===== src/inc/ddq_pkg.sv =====
// Purpose: Shared constants for the quadrature decimation and down-converter control block
// Assumes: APB with 32-bit data, byte registers in the low bits of each word
// Notes: Register constants are word indices; the byte address is four times the index
package ddq_pkg;
   // Register word indices, one aligned 32-bit word each
   localparam logic [7:0] DDQ_QDEC_ADDR = 8'h7C;
   localparam logic [7:0] DDQ_CTLA_ADDR = 8'h80;
   localparam logic [7:0] DDQ_CTLB_ADDR = 8'h81;
   localparam logic [7:0] DDQ_STAT_ADDR = 8'h98;
   // Reset values
   localparam logic [7:0] DDQ_QDEC_RST = 8'h00;
   localparam logic [7:0] DDQ_CTLA_RST = 8'h00;
   localparam logic [7:0] DDQ_CTLB_RST = 8'h00;
   // Control A fields
   localparam int DDQ_A_DDC1 = 0;
   localparam int DDQ_A_FS8 = 1;
   localparam int DDQ_A_LFSR = 2;
   localparam int DDQ_A_PHSD = 3;
   localparam int DDQ_A_AMPD = 4;
   localparam int DDQ_A_OSC = 5;
   localparam int DDQ_A_HBSEL = 6;
   // Control B fields
   localparam int DDQ_B_DDC2 = 6;
   localparam int DDQ_B_GAIN = 5;
   // Sizes
   localparam int DDQ_SW = 16;
   localparam int DDQ_NSTG = 8;
   localparam int DDQ_FIFO_DEPTH = 8;
   localparam int DDQ_CNTW = 8;
   localparam logic [DDQ_CNTW-1:0] DDQ_CNT_ONE = 8'h01;
   localparam logic [31:0] DDQ_ZERO32 = 32'h0000_0000;
   // Low address bits of an aligned word
   localparam logic [1:0] DDQ_BYTE_LANE = 2'h0;
   // Datapath states
   typedef enum logic [1:0] {
      DDQ_IDLE = 2'b01,
      DDQ_RUN = 2'b10
   } ddq_state_t;
endpackage


===== src/verilog/ddq_ctrl.sv =====
// Purpose: Register file and quadrature decimation control for the down-converter path
// Assumes: APB slave, one clock, samples arrive with valid/ready
// Notes: Quadrature samples are decimated by dropping, not filtered here
//
// Notes on behaviour
// [RL1] Decimation field is thermometer coded; all eight bits set gives 128.
// [RL2] Decimation field acts only on quadrature data in down-conversion mode.
// [RL3] Pattern 0000-0011 enables stage three only, rate two.
// [RL4] Pattern 0000-0001 enables no stage and changes nothing.
// [RL5] Decimation field resets to zero, all stages bypassed.
// [RL6] Host keeps factory bits at their reset values.
// [RL7] Host sets converter, dither generator and oscillator enables together.
// [RL8] Control B bit 6 enables second converter; resets disabled.
// [RL9] Control B bit 5 doubles half-band output; reset gives unity.
// [RL10] Control A bit 6 picks high-pass response; reset picks low-pass.
// [RL11] Control A bit 1 centres spectrum near eighth rate; else I/Q.
`timescale 1ns/100ps
`default_nettype none
module ddq_ctrl
   import ddq_pkg::*;
(
   input wire logic i_mclk,
   input wire logic i_reset_n,
   input wire logic i_ce,
   // APB
   input wire logic i_psel,
   input wire logic i_penable,
   input wire logic i_pwrite,
   input wire logic [9:0] i_paddr,
   input wire logic [31:0] i_pwdata,
   output logic o_pready,
   output logic [31:0] o_prdata,
   output logic o_pslverr,
   // Quadrature sample stream in
   input wire logic i_q_valid,
   output logic o_q_ready,
   input wire logic [DDQ_SW-1:0] i_q_data,
   // Decimated stream out
   output logic o_out_valid,
   input wire logic i_out_ready,
   output logic [DDQ_SW-1:0] o_out_data,
   // Control to the down-converter datapath
   output logic o_first_downconverter_enable,
   output logic o_second_downconverter_enable,
   output logic o_oscillator_enable,
   output logic o_dither_generator_enable,
   output logic o_amplitude_dither_enable,
   output logic o_phase_dither_enable,
   output logic o_eighth_rate_centering_enable,
   output logic o_halfband_response_select,
   output logic o_halfband_gain_select,
   output logic [3:0] o_quad_stage_count
);
   ////////////////////////////////////////////////////////////////////////////
   // Functions
   // Count contiguous ones from bit 1 upward when bit 0 is set; bit 0 alone enables nothing
   function automatic logic [3:0] therm_stages(input logic [7:0] f);
      logic [3:0] n;
      n = 4'h0;
      if (f[0]) begin
         for (int k = 1; k < DDQ_NSTG; k++) begin
            if (f[k] && (n == 4'(k - 1))) n = 4'(k);
         end
         if (n == 4'(DDQ_NSTG - 1)) n = 4'(DDQ_NSTG);
         else if (n != 4'h0) n = n + 4'h1;
         n = (n == 4'h0) ? 4'h0 : n - 4'h1;
      end
      return n;
   endfunction

   ////////////////////////////////////////////////////////////////////////////
   // Registers
   logic [7:0] qdec_r;
   logic [7:0] ctla_r;
   logic [7:0] ctlb_r;
   logic [31:0] prdata_r;
   logic pready_r;
   logic pslverr_r;

   // Access decode
   wire logic acc = i_psel && i_penable && !pready_r;
   // Byte address is the word index times four
   wire logic hit_qdec = (i_paddr == {DDQ_QDEC_ADDR, DDQ_BYTE_LANE});
   wire logic hit_ctla = (i_paddr == {DDQ_CTLA_ADDR, DDQ_BYTE_LANE});
   wire logic hit_ctlb = (i_paddr == {DDQ_CTLB_ADDR, DDQ_BYTE_LANE});
   wire logic hit_stat = (i_paddr == {DDQ_STAT_ADDR, DDQ_BYTE_LANE});
   wire logic mapped = hit_qdec || hit_ctla || hit_ctlb || hit_stat;
   wire logic wr = acc && i_pwrite;

   // Decimation settings derived from the field
   wire logic [3:0] stages = therm_stages(qdec_r); // see [RL1] [RL3] [RL4]
   wire logic ddc_mode = ctla_r[DDQ_A_DDC1] && ctla_r[DDQ_A_LFSR]
      && ctla_r[DDQ_A_OSC]; // see [RL7]
   wire logic [3:0] eff_stages = ddc_mode ? stages : 4'h0; // see [RL2]

   // Status word: live stage count, mode and fifo level flags
   logic fifo_in_ready;
   logic fifo_out_valid;
   wire logic [31:0] stat_word = {22'h000000, fifo_out_valid, !fifo_in_ready,
      ddc_mode, 3'h0, eff_stages};

   wire logic [31:0] rd_mux = hit_qdec ? {24'h000000, qdec_r}
      : hit_ctla ? {24'h000000, ctla_r}
      : hit_ctlb ? {24'h000000, ctlb_r}
      : hit_stat ? stat_word : DDQ_ZERO32;

   // APB slave: one wait state, answer in the cycle after the access phase starts
   always_ff @(posedge i_mclk or negedge i_reset_n) begin
      if (!i_reset_n) begin
         pready_r <= 1'b0;
         pslverr_r <= 1'b0;
         prdata_r <= DDQ_ZERO32;
      end else if (i_ce) begin
         pready_r <= acc;
         pslverr_r <= acc && !mapped;
         prdata_r <= (acc && !i_pwrite) ? rd_mux : DDQ_ZERO32;
      end
   end

   // Register writes; factory bits stored as written, host keeps them
   always_ff @(posedge i_mclk or negedge i_reset_n) begin
      if (!i_reset_n) begin
         qdec_r <= DDQ_QDEC_RST; // see [RL5]
         ctla_r <= DDQ_CTLA_RST; // see [RL10] [RL11]
         ctlb_r <= DDQ_CTLB_RST; // see [RL8] [RL9]
      end else if (i_ce && wr) begin
         if (hit_qdec) qdec_r <= i_pwdata[7:0];
         if (hit_ctla) ctla_r <= i_pwdata[7:0];
         if (hit_ctlb) ctlb_r <= i_pwdata[7:0];
      end
   end

   ////////////////////////////////////////////////////////////////////////////
   // Quadrature decimator: keep one sample of each 2^stages
   ddq_state_t state_r;
   logic [DDQ_CNTW-1:0] cnt_r;
   wire logic [DDQ_CNTW-1:0] ratio = DDQ_CNT_ONE << eff_stages; // see [RL1]
   wire logic take = i_q_valid && o_q_ready;
   wire logic keep = take && (cnt_r == '0);
   wire logic [DDQ_CNTW-1:0] cnt_nxt = (cnt_r == ratio - DDQ_CNT_ONE) ? '0
      : cnt_r + DDQ_CNT_ONE;

   // Stall the source when the fifo is full; only kept samples need room
   assign o_q_ready = (state_r == DDQ_RUN) && (fifo_in_ready || cnt_r != '0);

   // Idle until the first clocked edge after reset, then run
   always_ff @(posedge i_mclk or negedge i_reset_n) begin
      if (!i_reset_n) begin
         state_r <= DDQ_IDLE;
         cnt_r <= '0;
      end else if (i_ce) begin
         case (state_r)
            DDQ_IDLE: begin
               state_r <= DDQ_RUN;
               cnt_r <= '0;
            end
            DDQ_RUN: begin
               if (take) cnt_r <= cnt_nxt; // see [RL2] [RL4]
            end
            default: begin
               state_r <= DDQ_IDLE;
            end
         endcase
      end
   end

   logic fifo_valid;
   logic [DDQ_SW-1:0] fifo_data;
   ddq_fifo #(
      .WIDTH(DDQ_SW),
      .DEPTH(DDQ_FIFO_DEPTH)
   ) u_fifo (
      .i_mclk(i_mclk),
      .i_reset_n(i_reset_n),
      .i_ce(i_ce),
      .i_in_valid(keep),
      .o_in_ready(fifo_in_ready),
      .i_in_data(i_q_data),
      .o_out_valid(fifo_valid),
      .i_out_ready(!o_out_valid || i_out_ready),
      .o_out_data(fifo_data)
   );
   assign fifo_out_valid = fifo_valid;

   // Output stage register so the stream leaves from flip-flops
   always_ff @(posedge i_mclk or negedge i_reset_n) begin
      if (!i_reset_n) begin
         o_out_valid <= 1'b0;
         o_out_data <= '0;
      end else if (i_ce) begin
         if (!o_out_valid || i_out_ready) begin
            o_out_valid <= fifo_valid;
            o_out_data <= fifo_data;
         end
      end
   end

   ////////////////////////////////////////////////////////////////////////////
   // Control outputs, registered
   always_ff @(posedge i_mclk or negedge i_reset_n) begin
      if (!i_reset_n) begin
         o_first_downconverter_enable <= 1'b0;
         o_second_downconverter_enable <= 1'b0;
         o_oscillator_enable <= 1'b0;
         o_dither_generator_enable <= 1'b0;
         o_amplitude_dither_enable <= 1'b0;
         o_phase_dither_enable <= 1'b0;
         o_eighth_rate_centering_enable <= 1'b0;
         o_halfband_response_select <= 1'b0;
         o_halfband_gain_select <= 1'b0;
         o_quad_stage_count <= 4'h0;
      end else if (i_ce) begin
         o_first_downconverter_enable <= ctla_r[DDQ_A_DDC1];
         o_second_downconverter_enable <= ctlb_r[DDQ_B_DDC2]; // see [RL8]
         o_oscillator_enable <= ctla_r[DDQ_A_OSC];
         o_dither_generator_enable <= ctla_r[DDQ_A_LFSR];
         o_amplitude_dither_enable <= ctla_r[DDQ_A_AMPD];
         o_phase_dither_enable <= ctla_r[DDQ_A_PHSD];
         o_eighth_rate_centering_enable <= ctla_r[DDQ_A_FS8]; // see [RL11]
         o_halfband_response_select <= ctla_r[DDQ_A_HBSEL]; // see [RL10]
         o_halfband_gain_select <= ctlb_r[DDQ_B_GAIN]; // see [RL9]
         o_quad_stage_count <= eff_stages; // see [RL2]
      end
   end

   assign o_pready = pready_r;
   assign o_prdata = prdata_r;
   assign o_pslverr = pslverr_r;
endmodule // ddq_ctrl
`default_nettype wire


===== src/verilog/ddq_fifo.sv =====
// Purpose: Small flip-flop FIFO with valid/ready on both sides
// Assumes: Single clock, clock enable freezes all state
// Notes: Depth must be a power of two
`timescale 1ns/100ps
`default_nettype none
module ddq_fifo #(
   parameter int WIDTH = 16,
   parameter int DEPTH = 8
) (
   input wire logic i_mclk,
   input wire logic i_reset_n,
   input wire logic i_ce,
   input wire logic i_in_valid,
   output logic o_in_ready,
   input wire logic [WIDTH-1:0] i_in_data,
   output logic o_out_valid,
   input wire logic i_out_ready,
   output logic [WIDTH-1:0] o_out_data
);
   localparam int AW = $clog2(DEPTH);
   logic [WIDTH-1:0] mem_r [DEPTH];
   logic [AW:0] wp_r;
   logic [AW:0] rp_r;
   wire logic full = (wp_r[AW] != rp_r[AW]) && (wp_r[AW-1:0] == rp_r[AW-1:0]);
   wire logic empty = (wp_r == rp_r);
   wire logic push = i_ce && i_in_valid && !full;
   wire logic pop = i_ce && i_out_ready && !empty;
   assign o_in_ready = !full;
   assign o_out_valid = !empty;
   assign o_out_data = mem_r[rp_r[AW-1:0]];
   // Pointers carry a wrap bit so full and empty stay honest
   always_ff @(posedge i_mclk or negedge i_reset_n) begin
      if (!i_reset_n) begin
         wp_r <= '0;
         rp_r <= '0;
      end else begin
         if (push) wp_r <= wp_r + 1'b1;
         if (pop) rp_r <= rp_r + 1'b1;
      end
   end
   // Storage needs no reset
   always_ff @(posedge i_mclk) begin
      if (push) mem_r[wp_r[AW-1:0]] <= i_in_data;
   end
endmodule // ddq_fifo
`default_nettype wire

===== config.mk =====
export PLATFORM = sky130hd
export DESIGN_NAME = ddq_ctrl
export DESIGN_NICKNAME = d
export VERILOG_FILES = /design/src/inc/ddq_pkg.sv /design/src/verilog/ddq_ctrl.sv /design/src/verilog/ddq_fifo.sv
export SDC_FILE = /design/constraint.sdc
export NUM_CORES = 1
export LEC_CHECK = 0
export BUFFER_PORTS_ARGS = -buffer_cell sky130_fd_sc_hd__clkbuf_2
export CAP_MARGIN = 25
export CORE_MARGIN = 3
export CORE_UTILIZATION = 41
export CTS_CLUSTER_SIZE = 30
export DETAILED_ROUTE_END_ITERATION = 10
export SYNTH_ARGS = -nofsm -noshare
export SYNTH_HDL_FRONTEND = slang
export SYNTH_SLANG_ARGS = --single-unit

===== constraint.sdc =====
create_clock -name i_mclk -period 3.45 [get_ports i_mclk]
set_input_delay 0.69 -clock i_mclk [delete_from_list [all_inputs] [get_ports i_mclk]]
set_output_delay 0.69 -clock i_mclk [all_outputs]
set_load 0.05 [all_outputs]

==> run summary, run 1 <==
clock skew -> 14.5 ps
Mapped Cells -> 615
status -> complete, but fails checks
r2r endpoint -> cnt_r[7]$_DFFE_PN0P_
Power per Cell Area -> 656 nW/um^2
Die Span X -> 155 um
CP Launch Type -> flop
r2r startpoint -> qdec_r[7]$_DFFE_PN0P_
Distinct cells, synth -> 56
Post-route DRC -> 0
fmax -> 281 MHz
Commonest cells post-synth -> 128 x edfxtp_1, 83 x dfrtp_1, 42 x nand2_1
most common cell in the netlist -> edfxtp_1
wirelength, routed -> 19500 um
grt met3 use -> 0.0242
hold buffers post-CTS -> 0
RePlAce Congestion -> 0.833
YS warnings -> 0
largest net degree at the start of global routing -> 71
main flop type after synthesis -> edfxtp_1
fin crit share -> 1.03
DP HPWL -> 12800 um
Setup CP Type -> reg2reg
CTS Buf Count -> 23
DR iter-0 viols -> 255
global-route met1 utilization -> 0.216
critical path startpoint -> qdec_r[7]$_DFFE_PN0P_
crit path DAT -> 3950 ps
Tmin final -> 3560 ps
PnR worst setup slack -> -106 ps
leakage -> 4.49 nW
Relative slew margins -> 0.403
busiest layer in global routing -> met2
post-route ant nets -> 0
crit-path cells -> nand3b_1 -> or2_1 -> nand2_2 -> inv_2 -> ha_4 -> ha_4 -> o31a_1 -> nor3_4 -> nand3b_1 -> ha_4 -> nand2b_4 -> o221ai_2 -> a311oi_2 -> buf_4 -> a21oi_2 -> a22oi_4 -> nor3_1 -> a211o_1
mapped cell area -> 9140 sq um
Die ar. -> 24100 sq um
antenna violations before repair -> 0
clock buffer depth -> 3
register area share after synthesis -> 0.651
drt pass-1 iters -> 5
Crit path top cell by count -> ha_4
Slew @ Worst Pin -> 895 ps
CP Capture Type -> flop
CP max stage delay -> 370 ps
Setup Viol. Count Final -> 8
critical path peak fanout -> 5
Core Region -> 21500 sq um
Layout Area Growth over Synthesis -> 21.4%
Total GRT Usage -> 0.161
grt ovf -> 0
Post-Syn Area per Cell -> 14.9 sq um
Hold Crit Class -> in2async
WL per Instance -> 18.7 um
Via density -> 5.26
Boundary Pins -> 131
htree depth -> 1
top-area cell type share of the netlist area -> 0.421
Fin. Hold Viols -> 0
pre-CTS setup slack -> -263 ps
port bufs -> 84
n_diodes -> 0
share of layout cells above drive strength 1 -> 0.374
max cap viols -> 0
ranking of synthesized cells by area -> edfxtp_1 42%, dfrtp_1 23%, mux4_2 7.9%
Die Span Y -> 155 um
Post-synth EDFFs -> 128
Total Nets Final -> 828
clock-pin slew on the worst setup and hold paths -> 60 ps
maximum vdd drop -> 0.000567 V
clk root buf -> clkbuf_16
Max Slew Vio Count -> 0
CP max stage cell -> dfrtp_1
RSZ-0062 raised after global routing -> true
via count -> 5497
required time worst endpoint -> 3840 ps
asr flop ratio synth -> 0.396
met2 global-route usage -> 0.280
clk_lat worst skew -> 520 ps
CTS tree -> built
clock sinks -> 212
r2r worst-path depth -> 18
Reg2Reg Setup Slack -> -110 ps
first-pass GRT wire length -> 30900 um
Initial Util -> 0.425
Seq cells post-synth -> 212
FP Rows -> 53
placed insts -> 999
number of global-route vias before repair -> 5638
failing checks -> negative setup slack
Layout Cells excl Fill -> 1046
Yosys top cell by area -> edfxtp_1
==> report_power, final <==
| part | switching [mW] | internal [mW] | leakage, nW |
|---|---|---|---|
| logic | 1.12 | 0.692 | 1.84 |
| registers | 0.152 | 2.91 | 2.27 |
| clock network | 0.986 | 1.42 | 0.381 |
==> how the worst max path moves through the flow <==
stage / endpoint / slack (ps) / depth (start not counted)
after floorplan: cnt_r[6]$_DFFE_PN0P_ / -120 / 19
after global placement: cnt_r[6]$_DFFE_PN0P_ / -200 / 19
after CTS: cnt_r[6]$_DFFE_PN0P_ / -80 / 20
after detailed placement: cnt_r[6]$_DFFE_PN0P_ / -260 / 19
after global routing: cnt_r[7]$_DFFE_PN0P_ / -280 / 18
final: cnt_r[7]$_DFFE_PN0P_ / -110 / 18
==> cell usage in the layout, fill, tap and decap left out, types with 6 or more instances in the layout <==
master     count
mux2i_1       24
edfxtp_1     128
dfrtp_1       78
nand4_1        9
a21oi_1       10
nand3_1       10
xnor2_1       11
nand2_1       40
nor2_1        33
buf_4         54
clkbuf_16     23
inv_1         23
clkbuf_2      83
mux4_2        32
o21ai_0       20
conb_1        22
mux2_2        39
xor2_1         7
o22ai_1       10
clkinv_2       6
==> layout make-up <==
cell class                 count  area, sq um
multi-input combinational    352         3060
clock buffer                  30          652
sequential                   212         5950
clock inverter                12          105
fill                        1815        10400
inverter                      24         90.1
timing repair buffer         141          892
tap                          275          344
==> critical path: cells and delay by family, from the launching register on <==
family / cells / cell delay, ps
AOI/OAI and AO/OA: 6 / 1230
and+or+nand+nor: 7 / 1110
adders and majority gates: 3 / 520
DFF: 1 / 370
buffers and inverters: 2 / 220
==> flip-flops by register name, indices dropped and copies added (netlist names), 2 cells and up <==
| signal | cells |
|---|---|
| cnt_r | 8 |
| ctla_r | 8 |
| ctlb_r | 8 |
| o_out_data | 16 |
| o_prdata | 10 |
| o_quad_stage_count | 4 |
| qdec_r | 8 |
| state_r | 2 |
| u_fifo.mem_r | 128 |
| u_fifo.rp_r | 4 |
| u_fifo.wp_r | 4 |
==> through the flow <==
stage | power (mW) | TNS [ps] | hold WS, ps | area (sq um) | util
6_report | 7.28 | -498 | 312 | 11100 | 0.516
5_1_grt | 7.63 | -1950 | 369 | 11100 | 0.516
4_1_cts | 7.38 | -523 | 332 | 11100 | 0.516
3_5_place_dp | 4.96 | -1290 | 470 | 10200 | 0.475
3_3_place_gp | 4.92 | -880 | 466 | 10200 | 0.475
2_1_floorplan | 4.51 | -597 | 394 | 9300 | -
==> routing by layer <==
layer	vias to the layer above	share of wire	wire length, um
met5	-	0	0
met1	2789	0.43	8450
met2	143	0.50	9740
met3	24	0.047	916
li1	2541	-	-
met4	0	0.021	410
==> kinds of logic (layout without fill, tap and decap cells) <==
kind of cell,after synthesis,in the layout,share of synthesized area
compound gates,65,65,0.0468
xor+xnor,19,19,0.0182
flops,212,212,0.651
simple gates,142,142,0.0793
fa+ha+maj,8,8,0.0110
mux,96,96,0.154
other cells,1,22,0.000410
buf+inv,72,207,0.0393
==> timing repair <==
action	CTS	global route
setup endpoints to repair	8	8
gates resized for setup	15	5
buffers inserted	6	0
pin swaps	16	1
No activity file was read; power rests on OpenSTA's default activity.
==> run 2, diff against run 1 <==
Clock period 3.45 ns to 3.29 ns, I/O delays scaled along.
==> run summary, run 2 (synthesized netlist as in run 1, its figures left out) <==
CP max stage cell -> or3b_4
Initial Util -> 0.425
placed insts -> 1004
hold buffers post-CTS -> 0
CP max stage delay -> 420 ps
CP Capture Type -> flop
drt pass-1 iters -> 4
WL per Instance -> 18.8 um
Relative slew margins -> 0.456
most frequent cells in the layout -> 128 x edfxtp_1, 83 x clkbuf_2, 80 x dfrtp_1, 67 x buf_4, 40 x nand2_1
CTS tree -> built
crit path DAT -> 4010 ps
FP Rows -> 53
share of layout cells above drive strength 1 -> 0.383
max cap viols -> 0
internal power -> 5.22 mW
port bufs -> 84
power share of the combinational group -> 0.254
largest net degree at the start of global routing -> 67
htree depth -> 1
Slew @ Worst Pin -> 815 ps
failing checks -> negative setup slack
Hold WS -> 258 ps
first-pass GRT wire length -> 32000 um
P_sw -> 2.38 mW
post-layout util -> 0.520
Setup Viol. Count Final -> 8
leakage -> 4.53 nW
Layout Cells excl Fill -> 1056
clock buffer depth -> 3
Post-route DRC -> 0
leading cell type in the layout, fill and taps excluded -> edfxtp_1
crit-path cells -> nand3b_1 -> or2_1 -> nand2_2 -> inv_2 -> ha_4 -> ha_4 -> nor2_2 -> a41o_1 -> nor3_4 -> nand3b_1 -> ha_4 -> buf_4 -> buf_4 -> a211oi_1 -> or3b_4 -> nand4_4 -> a22oi_4 -> nor3_1 -> a211o_1
Total Nets Final -> 838
CTS Buf Count -> 23
Crit path top cell by count -> ha_4
post-route ant nets -> 0
Boundary Pins -> 131
Via density -> 5.24
CP Launch Type -> flop
fmax -> 281 MHz
via count -> 5535
Clock power frac -> 0.323
PnR worst setup slack -> -272 ps
worst path buffer plus inverter count -> 3
Max Slew Vio Count -> 0
antenna violations before repair -> 0
Power per Cell Area -> 679 nW/um^2
part of the power in registers -> 0.424
clock-pin slew on the worst setup and hold paths -> 60 ps
wirelength, routed -> 19900 um
maximum vdd drop -> 0.000546 V
required time worst endpoint -> 3740 ps
DR iter-0 viols -> 341
sw frac -> 0.313
clock skew -> 11.6 ps
clk root buf -> clkbuf_16
Largest delay share family, worst path -> simple AND/OR/NAND/NOR gates
clk_lat worst skew -> 510 ps
Total GRT Usage -> 0.167
Die Span X -> 155 um
number of global-route vias before repair -> 5792
max reg flops -> 128
Die Span Y -> 155 um
critical path peak fanout -> 6
fin crit share -> 1.08
pre-CTS setup slack -> -351 ps
Die ar. -> 24100 sq um
status -> complete, but fails checks
grt ovf -> 0
Tmin final -> 3560 ps
RSZ-0062 raised after global routing -> true
Layout Area Growth over Synthesis -> 22.3%
DP HPWL -> 13100 um
RePlAce Congestion -> 0.875
clock sinks -> 212
Hold Crit Class -> in2async
Setup CP Type -> reg2reg
n_diodes -> 0
Core Region -> 21500 sq um
Fin. Hold Viols -> 0
==> run 2: cell types whose count changed in the layout (fill, tap and decap cells not counted), sizes merged <==
| cell | delta |
|---|---|
| buf | +10 |
| inv | -2 |
| clkbuf | +3 |
| clkinvlp | +1 |
| clkinv | -2 |
==> run 2: through the flow <==
stage	setup TNS, ps	instance area (sq um)	total power [mW]
2_1_floorplan	-3980	9320	4.74
3_3_place_gp	-1840	10300	5.19
3_5_place_dp	-2400	10300	5.23
4_1_cts	-1010	11100	7.70
5_1_grt	-3400	11200	7.98
6_report	-1890	11200	7.59
==> run 2: metal layers <==
| layer | GRT usage | vias to the layer above | routed length (um) |
|---|---|---|---|
| li1 | - | 2563 | - |
| met1 | 0.235 | 2820 | 9010 |
| met2 | 0.276 | 124 | 9550 |
| met3 | 0.0303 | 28 | 1030 |
| met4 | 0.0346 | 0 | 303 |
| met5 | 0 | - | 0 |
==> run 2: path summary, 6_finish.rpt <==
kind,to,slack (ps),cells past startpoint,from
worst max-delay path,cnt_r[7]$_DFFE_PN0P_,-270,19,qdec_r[7]$_DFFE_PN0P_
worst min-delay path,o_prdata[7]$_DFFE_PN0P_,260,1,i_reset_n
worst max register to register,cnt_r[7]$_DFFE_PN0P_,-270,19,qdec_r[7]$_DFFE_PN0P_
worst min register to register,o_out_data[11]$_DFFE_PN0P_,480,2,o_out_data[11]$_DFFE_PN0P_
max in group asynchronous,o_out_data[1]$_DFFE_PN0P_,2340,2,i_reset_n
min in group i_mclk,ctlb_r[0]$_DFFE_PN0P_,430,2,i_pwdata[0]
==> run 2: area by class of cell <==
type                    instances  area, sq um
inverters                      24         90.1
flip-flops and latches        212         5950
multi-input cells             352         3130
fillers                      1800        10300
clock inverters                 9         77.6
clock buffers                  33          643
repair buffers                151          938
well taps                     275          344
==> run 2: what timing repair did <==
item	in CTS	in global routing
setup buffers	6	4
endpoints found under the hold margin	0	0
endpoints found under the setup margin	8	8
pin swaps	6	8
resized for setup	13	8
==> run 2: power groups by stage <==
stage / Combinational (mW) / Clock [mW] / Sequential (mW)
2_1_floorplan: 1.17 / 0 / 3.57
3_3_place_gp: 1.93 / 0 / 3.26
3_5_place_dp: 1.96 / 0 / 3.27
4_1_cts: 1.97 / 2.52 / 3.22
5_1_grt: 2.10 / 2.63 / 3.25
6_report: 1.93 / 2.45 / 3.22
